## config.mk

```make
export PLATFORM = sky130hd
export DESIGN_NAME = fvs_sequencer
export DESIGN_NICKNAME = d
export VERILOG_FILES = /design/src/rtl/fvs_pkg.sv /design/src/rtl/fvs_ecc_gen.sv /design/src/rtl/fvs_sequencer.sv
export VERILOG_INCLUDE_DIRS = /design/src /design/src/rtl
export SDC_FILE = /design/constraint.sdc
export NUM_CORES = 1
export LEC_CHECK = 0
export BUFFER_PORTS_ARGS = -buffer_cell sky130_fd_sc_hd__buf_2
export CELL_PAD_IN_SITES_DETAIL_PLACEMENT = 0
export CELL_PAD_IN_SITES_GLOBAL_PLACEMENT = 1
export CORE_MARGIN = 3
export CORE_UTILIZATION = 42
export DETAILED_ROUTE_END_ITERATION = 7
export PLACE_DENSITY_LB_ADDON = 0.25
export SLEW_MARGIN = 20
export SYNTH_ARGS = -nofsm -noshare
export SYNTH_HDL_FRONTEND = slang
export SYNTH_SLANG_ARGS = --single-unit
```

## constraint.sdc

```tcl
create_clock -name clk_sys_in -period 6.56 [get_ports clk_sys_in]
set_clock_uncertainty 0.1 [all_clocks]
set_input_delay 0.328 -clock clk_sys_in [delete_from_list [all_inputs] [get_ports clk_sys_in]]
set_output_delay 0.328 -clock clk_sys_in [all_outputs]
set_load 0.05 [all_outputs]
```

## src/rtl/fvs_params.svh

```systemverilog
// constants of the flash verify command sequencer
// assumes a 64-bit flash word with one ecc byte and banks of 256KB
`ifndef FVS_PARAMS_SVH
`define FVS_PARAMS_SVH
`define FVS_EXEC_GO 32'h0000_0001
`define FVS_DATA_ONES 32'hFFFF_FFFF
`define FVS_PROT_SET 32'hFFFF_FFFF
`define FVS_BYTEN_CLR 9'h000
`define FVS_BYTEN_ALL 9'h1FF
`define FVS_REGION_MASK 32'hFFF0_0000
`define FVS_NONMAIN_BASE 32'h41C0_0000
`define FVS_DATA_BASE 32'h41D0_0000
`define FVS_REGION_MAIN 3'h1
`define FVS_REGION_NONMAIN 3'h2
`define FVS_REGION_DATA 3'h4
`define FVS_BANK_ONE 5'h01
`define FVS_BANK_LSB 18
`define FVS_BANK_MSB 20
`define FVS_WADDR_LSB 3
`define FVS_WADDR_MSB 17
`define FVS_ECC_BYTE 8
`define FVS_WORDS_1 16'd1
`define FVS_WORDS_2 16'd2
`define FVS_WORDS_4 16'd4
`define FVS_WORDS_8 16'd8
`define FVS_WORDS_SECTOR 16'd128
`define FVS_WORDS_BANK 16'd32768
`endif

```

## src/rtl/fvs_pkg.sv

```systemverilog
// types of the flash verify command sequencer
// assumes fvs_params.svh is included by the design files
package fvs_pkg;
  typedef enum logic [2:0] {
    FVS_CMD_NOOP = 3'b000,
    FVS_CMD_PROGRAM = 3'b001,
    FVS_CMD_ERASE = 3'b010,
    FVS_CMD_COMPARE_READ_OP = 3'b011,
    FVS_CMD_ERASED_CHECK_OP = 3'b100
  } fvs_cmd_e;
  typedef enum logic [2:0] {
    FVS_SIZE_ONEWORD = 3'b000,
    FVS_SIZE_TWOWORD = 3'b001,
    FVS_SIZE_FOURWORD = 3'b010,
    FVS_SIZE_EIGHTWORD = 3'b011,
    FVS_SIZE_SECTOR = 3'b100,
    FVS_SIZE_BANK = 3'b101
  } fvs_size_e;
  typedef enum logic [1:0] {
    FVS_ST_IDLE = 2'b00,
    FVS_ST_ISSUE = 2'b01,
    FVS_ST_WAIT = 2'b10
  } fvs_state_e;
endpackage : fvs_pkg

```

## src/rtl/fvs_ecc_gen.sv

```systemverilog
// ecc byte generator for one 64-bit flash word
// assumes a purely combinational use inside the sequencer
`timescale 1ns/1ps
module fvs_ecc_gen (
  input wire logic [63:0] data_in,
  output logic [7:0] ecc_out
);
  always_comb
  begin
    ecc_out = 8'h00;
    for (int j = 0; j < 64; j++)
    begin
      for (int i = 0; i < 6; i++)
      begin
        if (((j >> i) & 1) == 1)
        begin
          ecc_out[i] = ecc_out[i] ^ data_in[j];
        end
      end
      ecc_out[6] = ecc_out[6] ^ data_in[j];
      if ((j & 1) == 0)
      begin
        ecc_out[7] = ecc_out[7] ^ data_in[j];
      end
    end
  end
endmodule : fvs_ecc_gen

```

## src/rtl/fvs_sequencer.sv

```systemverilog
// flash verify command sequencer: command regs, translation, status
// assumes a flash array that answers each word request with resp_valid
// Behaviour
// - ecc override compares software ecc, else generated
// - translate address, expose in status address
// - zero byte enable excludes byte from compare
// - writing one to execute starts command
// - running set at start unless protect refuses it, done at end
// - pass updated together with done
// - read mismatch sets verify failure
// - completion protects, fills data ones, clears enables
// - blank check covers eight bytes plus ecc
// - non-erased location sets verify failure
// - status address tracks and keeps last address
// - pulse count reports applied program/erase pulses
// - override uses software bank, region, address
// - single event publisher, no subscribers, static route
// - event index zero signals operation completed
// - protected program/erase terminates with protect failure
`timescale 1ns/1ps
`include "fvs_params.svh"
module fvs_sequencer (
  input wire logic clk_sys_in,
  input wire logic resetn_in,
  input wire fvs_pkg::fvs_cmd_e command_type_in,
  input wire fvs_pkg::fvs_size_e command_size_in,
  input wire logic ecc_generation_override_in,
  input wire logic translation_override_bit_in,
  input wire logic [4:0] bank_select_field_in,
  input wire logic [2:0] region_select_field_in,
  input wire logic [31:0] command_target_address_in,
  input wire logic [1:0] data_wr_in,
  input wire logic [31:0] data_wdata_in,
  input wire logic byte_enable_wr_in,
  input wire logic [8:0] byte_enable_wdata_in,
  input wire logic ecc_wr_in,
  input wire logic [7:0] ecc_wdata_in,
  input wire logic [2:0] protect_wr_in,
  input wire logic [31:0] protect_wdata_in,
  input wire logic execute_trigger_wr_in,
  input wire logic [31:0] execute_trigger_wdata_in,
  input wire logic protect_hit_in,
  input wire logic flash_resp_valid_in,
  input wire logic [63:0] flash_rdata_in,
  input wire logic [7:0] flash_recc_in,
  input wire logic flash_blank_in,
  input wire logic flash_pass_in,
  input wire logic flash_pulse_in,
  output logic flash_req_out,
  output fvs_pkg::fvs_cmd_e flash_op_out,
  output logic [8:0] flash_check_mask_out,
  output logic [4:0] status_bank_out,
  output logic [2:0] status_region_out,
  output logic [14:0] status_word_addr_out,
  output logic op_running_flag_out,
  output logic op_finished_flag_out,
  output logic op_success_flag_out,
  output logic verify_failure_flag_out,
  output logic protect_failure_flag_out,
  output logic [15:0] pulse_count_reg_out,
  output logic [31:0] compare_data_word0_out,
  output logic [31:0] compare_data_word1_out,
  output logic [8:0] byte_enable_mask_out,
  output logic [31:0] protect_a_out,
  output logic [31:0] protect_b_out,
  output logic [31:0] protect_c_out,
  output logic op_done_event_out
);
  import fvs_pkg::*;

  typedef struct packed {
    fvs_state_e st;
    fvs_cmd_e cmd;
    logic [15:0] words_left;
    logic [4:0] bank;
    logic [2:0] region;
    logic [14:0] waddr;
    logic ecc_ovr;
    logic [7:0] ecc_sw;
    logic [31:0] data0;
    logic [31:0] data1;
    logic [8:0] byten;
    logic [31:0] prot_a;
    logic [31:0] prot_b;
    logic [31:0] prot_c;
    logic running;
    logic done;
    logic pass;
    logic fail_verify;
    logic fail_prot;
    logic [15:0] pcnt;
    logic event_pulse;
    logic req;
    logic [8:0] mask;
  } fvs_seq_s;

  fvs_seq_s r;
  fvs_seq_s next_r;
  logic [7:0] gen_ecc;
  logic start;
  logic mismatch;
  logic [7:0] exp_ecc;
  logic [63:0] cmp_word;

  fvs_ecc_gen u_ecc (
    .data_in(cmp_word),
    .ecc_out(gen_ecc)
  );

  // a running command owns the trigger; late writes are dropped
  assign start = execute_trigger_wr_in && (execute_trigger_wdata_in == `FVS_EXEC_GO)
    && !r.running;
  assign exp_ecc = r.ecc_ovr ? r.ecc_sw : gen_ecc;
  assign cmp_word = {r.data1, r.data0};

  always_comb
  begin
    mismatch = 1'b0;
    for (int b = 0; b < 8; b++)
    begin
      if (r.byten[b] && (flash_rdata_in[8*b +: 8] != cmp_word[8*b +: 8]))
      begin
        mismatch = 1'b1;
      end
    end
    if (r.byten[`FVS_ECC_BYTE] && (flash_recc_in != exp_ecc))
    begin
      mismatch = 1'b1;
    end
  end

  always_comb
  begin
    next_r = r;
    next_r.event_pulse = 1'b0;
    next_r.req = 1'b0;
    if (data_wr_in[0])
    begin
      next_r.data0 = data_wdata_in;
    end
    if (data_wr_in[1])
    begin
      next_r.data1 = data_wdata_in;
    end
    if (byte_enable_wr_in)
    begin
      next_r.byten = byte_enable_wdata_in;
    end
    if (ecc_wr_in)
    begin
      next_r.ecc_sw = ecc_wdata_in;
    end
    if (protect_wr_in[0])
    begin
      next_r.prot_a = protect_wdata_in;
    end
    if (protect_wr_in[1])
    begin
      next_r.prot_b = protect_wdata_in;
    end
    if (protect_wr_in[2])
    begin
      next_r.prot_c = protect_wdata_in;
    end
    if (r.running && flash_pulse_in)
    begin
      next_r.pcnt = r.pcnt + 16'h0001;
    end
    unique case (r.st)
      FVS_ST_IDLE:
      begin
        if (start)
        begin
          next_r.cmd = command_type_in;
          next_r.ecc_ovr = ecc_generation_override_in;
          next_r.running = 1'b1;
          next_r.done = 1'b0;
          next_r.pass = 1'b0;
          next_r.fail_verify = 1'b0;
          next_r.fail_prot = 1'b0;
          next_r.pcnt = 16'h0000;
          next_r.st = FVS_ST_ISSUE;
          next_r.waddr = command_target_address_in[`FVS_WADDR_MSB:`FVS_WADDR_LSB];
          if (translation_override_bit_in)
          begin
            next_r.bank = bank_select_field_in;
            next_r.region = region_select_field_in;
          end
          else
          begin
            next_r.bank = `FVS_BANK_ONE <<
              command_target_address_in[`FVS_BANK_MSB:`FVS_BANK_LSB];
            if ((command_target_address_in & `FVS_REGION_MASK) == `FVS_NONMAIN_BASE)
            begin
              next_r.region = `FVS_REGION_NONMAIN;
            end
            else if ((command_target_address_in & `FVS_REGION_MASK) == `FVS_DATA_BASE)
            begin
              next_r.region = `FVS_REGION_DATA;
            end
            else
            begin
              next_r.region = `FVS_REGION_MAIN;
            end
          end
          // blank check is always one word, whatever the size field says
          if (command_type_in == FVS_CMD_ERASED_CHECK_OP)
          begin
            next_r.words_left = `FVS_WORDS_1;
          end
          else
          begin
            unique case (command_size_in)
              FVS_SIZE_ONEWORD: next_r.words_left = `FVS_WORDS_1;
              FVS_SIZE_TWOWORD: next_r.words_left = `FVS_WORDS_2;
              FVS_SIZE_FOURWORD: next_r.words_left = `FVS_WORDS_4;
              FVS_SIZE_EIGHTWORD: next_r.words_left = `FVS_WORDS_8;
              FVS_SIZE_SECTOR: next_r.words_left = `FVS_WORDS_SECTOR;
              FVS_SIZE_BANK: next_r.words_left = `FVS_WORDS_BANK;
              default: next_r.words_left = `FVS_WORDS_1;
            endcase
          end
          if (((command_type_in == FVS_CMD_PROGRAM) || (command_type_in == FVS_CMD_ERASE))
            && protect_hit_in)
          begin
            next_r.fail_prot = 1'b1;
            next_r.st = FVS_ST_IDLE;
          end
        end
      end
      FVS_ST_ISSUE:
      begin
        next_r.req = 1'b1;
        next_r.mask = (r.cmd == FVS_CMD_ERASED_CHECK_OP) ? `FVS_BYTEN_ALL : r.byten;
        next_r.st = FVS_ST_WAIT;
      end
      FVS_ST_WAIT:
      begin
        if (flash_resp_valid_in)
        begin
          if ((r.cmd == FVS_CMD_COMPARE_READ_OP) && mismatch)
          begin
            next_r.fail_verify = 1'b1;
          end
          if ((r.cmd == FVS_CMD_ERASED_CHECK_OP) && !flash_blank_in)
          begin
            next_r.fail_verify = 1'b1;
          end
          if (((r.cmd == FVS_CMD_PROGRAM) || (r.cmd == FVS_CMD_ERASE)) && !flash_pass_in)
          begin
            next_r.fail_verify = 1'b1;
          end
          if (r.words_left == `FVS_WORDS_1)
          begin
            next_r.st = FVS_ST_IDLE;
          end
          else
          begin
            // address advances; the last word touched stays visible
            next_r.words_left = r.words_left - 16'h0001;
            next_r.waddr = r.waddr + 15'h0001;
            next_r.st = FVS_ST_ISSUE;
          end
        end
      end
      default:
      begin
        next_r.st = FVS_ST_IDLE;
      end
    endcase
    // finish: hardware fill wins over a software write in the same cycle
    if (r.running && (next_r.st == FVS_ST_IDLE) || (start && next_r.fail_prot))
    begin
      next_r.running = 1'b0;
      next_r.done = 1'b1;
      next_r.pass = !(next_r.fail_verify || next_r.fail_prot);
      next_r.event_pulse = 1'b1;
      next_r.data0 = `FVS_DATA_ONES;
      next_r.data1 = `FVS_DATA_ONES;
      next_r.byten = `FVS_BYTEN_CLR;
      next_r.prot_a = `FVS_PROT_SET;
      next_r.prot_b = `FVS_PROT_SET;
      next_r.prot_c = `FVS_PROT_SET;
    end
  end

  always_ff @(posedge clk_sys_in or negedge resetn_in)
  begin
    if (!resetn_in)
    begin
      r <= '0;
      r.st <= FVS_ST_IDLE;
      r.data0 <= `FVS_DATA_ONES;
      r.data1 <= `FVS_DATA_ONES;
      r.prot_a <= `FVS_PROT_SET;
      r.prot_b <= `FVS_PROT_SET;
      r.prot_c <= `FVS_PROT_SET;
    end
    else
    begin
      r <= next_r;
    end
  end

  assign flash_req_out = r.req;
  assign flash_op_out = r.cmd;
  assign flash_check_mask_out = r.mask;
  assign status_bank_out = r.bank;
  assign status_region_out = r.region;
  assign status_word_addr_out = r.waddr;
  assign op_running_flag_out = r.running;
  assign op_finished_flag_out = r.done;
  assign op_success_flag_out = r.pass;
  assign verify_failure_flag_out = r.fail_verify;
  assign protect_failure_flag_out = r.fail_prot;
  assign pulse_count_reg_out = r.pcnt;
  assign compare_data_word0_out = r.data0;
  assign compare_data_word1_out = r.data1;
  assign byte_enable_mask_out = r.byten;
  assign protect_a_out = r.prot_a;
  assign protect_b_out = r.prot_b;
  assign protect_c_out = r.prot_c;
  assign op_done_event_out = r.event_pulse;
endmodule : fvs_sequencer

```

==> qor.yml <==
clock_network:
  clock_latency_ns: 0.55
  cts_setup_buffers: 0
  cts.htree.levels: 1
  numClockSinks: 254
  cts.clk_slew.worst_paths_ns: 0.06
  clockBufferDepth: 3
  cts_buffers: 30
  cts-root-buf: "clkbuf_16"
  tritoncts: "done"
critical_path:
  r2r-end: "op_success_flag_out"
  path_depth: 10
  critPathLaunchType: "register"
  crit_path_max_fanout: 5
  critPathCaptureType: "register"
  cp_top_family: "XOR/XNOR gates"
  worstSetupEndpoint: "op_success_flag_out"
  worstPathCellList: "xor2_1 -> xnor3_1 -> xnor2_2 -> xnor3_2 -> xnor2_2 -> xnor3_1 -> a2111oi_2 -> o2111ai_1 -> a31o_1 -> o31ai_2"
  r2r_slack_ns: 2.78
  path_buf_inv: 0
  regToRegStartpoint: "compare_data_word0_out[25]"
  worstRegToRegCells: 10
  critPathKind: "reg -> reg"
  crit_path_start: "compare_data_word0_out[25]"
  cp.required_ns: 6.92
  cp_slowest_cell: "dfstp_2"
  cpPeakStageDelay_ns: 0.63
  arrival_ns: 4.14
global_route:
  antenna_found_initial: 5
  track_usage_pct: 23.1
  grt_first_pass_wirelength_um: 70300
  grt_util_met2_pct: 39.5
  grt_max_degree: 163
  top_usage_layer: "met2"
  use_met3_pct: 5.50
  gr-usage-met1_pct: 30.3
  grt_pass1_vias: 11906
  grt_remaining_overflow: 0
timing:
  max_freq_ghz: 0.264
  drv_slew: 0
  worstMarginPinSlew_ns: 1.08
  finalSetupTns_ns: 0
  finalHoldViolations: 0
  rsz0062_at_grt: "no"
  timing.final.crit_share_pct: 57.6
  finalSetupViolations: 0
  period_minus_slack_ns: 3.78
  slew_headroom_pct: 27.8
layout:
  fillCellCount: 3206
  layout_commonest_cell: "buf_2"
  syn_to_final_growth_pct: 21.6
  seq_area_um2: 6560
  final_cell_mix: "470 x buf_2, 219 x nand2_1, 171 x mux2i_1"
  num-nets-final: 2065
  multiInputGateArea_um2: 6640
  utilization_pct: 52.5
  drive_above_1_share_pct: 38.8
detailed_routing:
  drtPass1Iterations: 5
  routedWlPerCell_um: 20.0
  ant_nets: 0
  vias: 11498
  via_per_inst: 5.01
  drt_wl_total_um: 45900
  drt_iter0_drc: 495
  drc: 0
synthesis:
  async_reset_ff_share_pct: 100
  syn_avg_cell_area_um2: 10.2
  yosysUniqueCellTypes: 63
  synth_cells: 1473
  syn-cell-area_um2: 15100
  ys_seq_area_share_pct: 43.4
  synth_edf_count: 0
  yosys_warnings: 0
  ys.flop_type: "dfstp_2"
  ys_seq_elements: 254
  synth_nets: 1725
placed_design:
  dp_hpwl_um: 33400
  port_buffers: 471
  routabilityCongestion: 0.827
floorplanning:
  die_y_um: 196
  die_x_um: 196
  core-area_um2: 35000
  io_pins: 475
  die_area_um2: 38200
  start_util_pct: 43.2
  rows: 68
pwr:
  p_leak_nw: 9.14
  total_power_mw: 5.47
  cellPowerDensity_nw_per_um2: 298
  peakVddDrop_mv: 0.223
outcome:
  status: "finished, final reports clean"
min_path:
  hp-class: "in -> reg"
flow_run:
  drv_cap: 0
worst min path at each step:
stage / end / from / depth (start not counted) / slack, ns
2_1_floorplan: byte_enable_mask_out[0] / resetn_in / 0 / -0.07
3_3_place_gp: byte_enable_mask_out[4] / resetn_in / 1 / 0.31
3_5_place_dp: byte_enable_mask_out[4] / resetn_in / 1 / 0.30
4_1_cts: status_bank_out[1] / bank_select_field_in[1] / 3 / 0.008
5_1_grt: status_bank_out[1] / bank_select_field_in[1] / 3 / 0.06
6_report: status_bank_out[3] / command_target_address_in[19] / 3 / 0.05
layer usage:
metal | vias up | wire, µm
li1 | 5427 | -
met1 | 5635 | 19700
met2 | 378 | 22100
met3 | 54 | 3240
met4 | 4 | 845
met5 | - | 27
layout make-up:
| cell class | instances | area share, % |
|---|---|---|
| Multi-Input combinational cell | 933 | 36.2 |
| Antenna cell | 2 | 0.0273 |
| Sequential cell | 254 | 35.7 |
| Inverter | 5 | 0.102 |
| Timing Repair Buffer | 589 | 19.3 |
| Clock inverter | 16 | 0.955 |
| Clock buffer | 40 | 4.57 |
| Tap cell | 455 | 3.10 |
synth_stat cells (all sizes together), types with 3 or more instances:
cell type	number	share of area [%]
buf	221	11
ha	4	0.33
nor2	64	1.6
nand4	23	0.95
mux2i	171	11
nor2b	3	0.12
inv	5	0.12
o21ai	38	1.3
xnor3	15	2.2
xnor2	163	9.6
clkbuf	59	1.5
and3	11	0.46
nand2	219	5.4
mux2	8	0.60
xor2	46	2.7
a22oi	3	0.15
a31oi	7	0.29
o31ai	4	0.23
nor4	17	0.70
a21oi	39	1.3
nand3	28	0.93
nor4b	4	0.23
nor3b	7	0.35
or3	5	0.22
and2	3	0.14
dfrtp	94	16
dfstp	160	28
nor3	14	0.50
o22a	11	0.64
worst register-to-register path: cells and delay by family, from the launching register on:
family | cells | cell delay, ns
XOR/XNOR | 6 | 1.98
AO/OA/AOI/OAI | 4 | 1.00
flip-flops | 1 | 0.63
power by group:
part / switching, mW / internal, mW
Sequential: 0.145 / 1.76
Clock: 0.669 / 1.01
Combinational: 1.05 / 0.834
registers in the layout, indices dropped and copies added (netlist names), 3 cells and up:
name and flops:
pulse_count_reg_out 16, protect_c_out 32, protect_b_out 32, compare_data_word0_out 32, status_word_addr_out 15, r 27, compare_data_word1_out 32, flash_op_out 3
byte_enable_mask_out 9, flash_check_mask_out 9, status_bank_out 5, protect_a_out 32, status_region_out 3
logic make-up after synthesis:
| logic type | count (synthesis) | synth area share (%) |
|---|---|---|
| AO/OA/AOI/OAI | 118 | 4.79 |
| XOR/XNOR | 225 | 14.7 |
| adder cells (fa/ha/maj) | 4 | 0.332 |
| buffers and inverters | 286 | 12.7 |
| flip-flops | 254 | 43.4 |
| multiplexers | 179 | 11.9 |
| AND/OR/NAND/NOR | 407 | 12.1 |
timing repair:
item	CTS	global route
hold buffers	109	0
gates resized for setup	0	0
endpoints found under the hold margin	212	0
stage by stage:
step | instances | area, µm² | hold slack [ns] | worst slack (ns)
detailed placement | 2127 | 16200 | 0.296 | 2.73
CTS | 2292 | 18300 | 0.00831 | 2.70
finish | 2294 | 18400 | 0.0529 | 2.78
global placement | 2127 | 16200 | 0.306 | 2.77
global route | 2294 | 18400 | 0.0628 | 2.52
floorplan | 1473 | 15100 | -0.0676 | 3.24
Note: power is estimated with default switching activity, not from simulation.
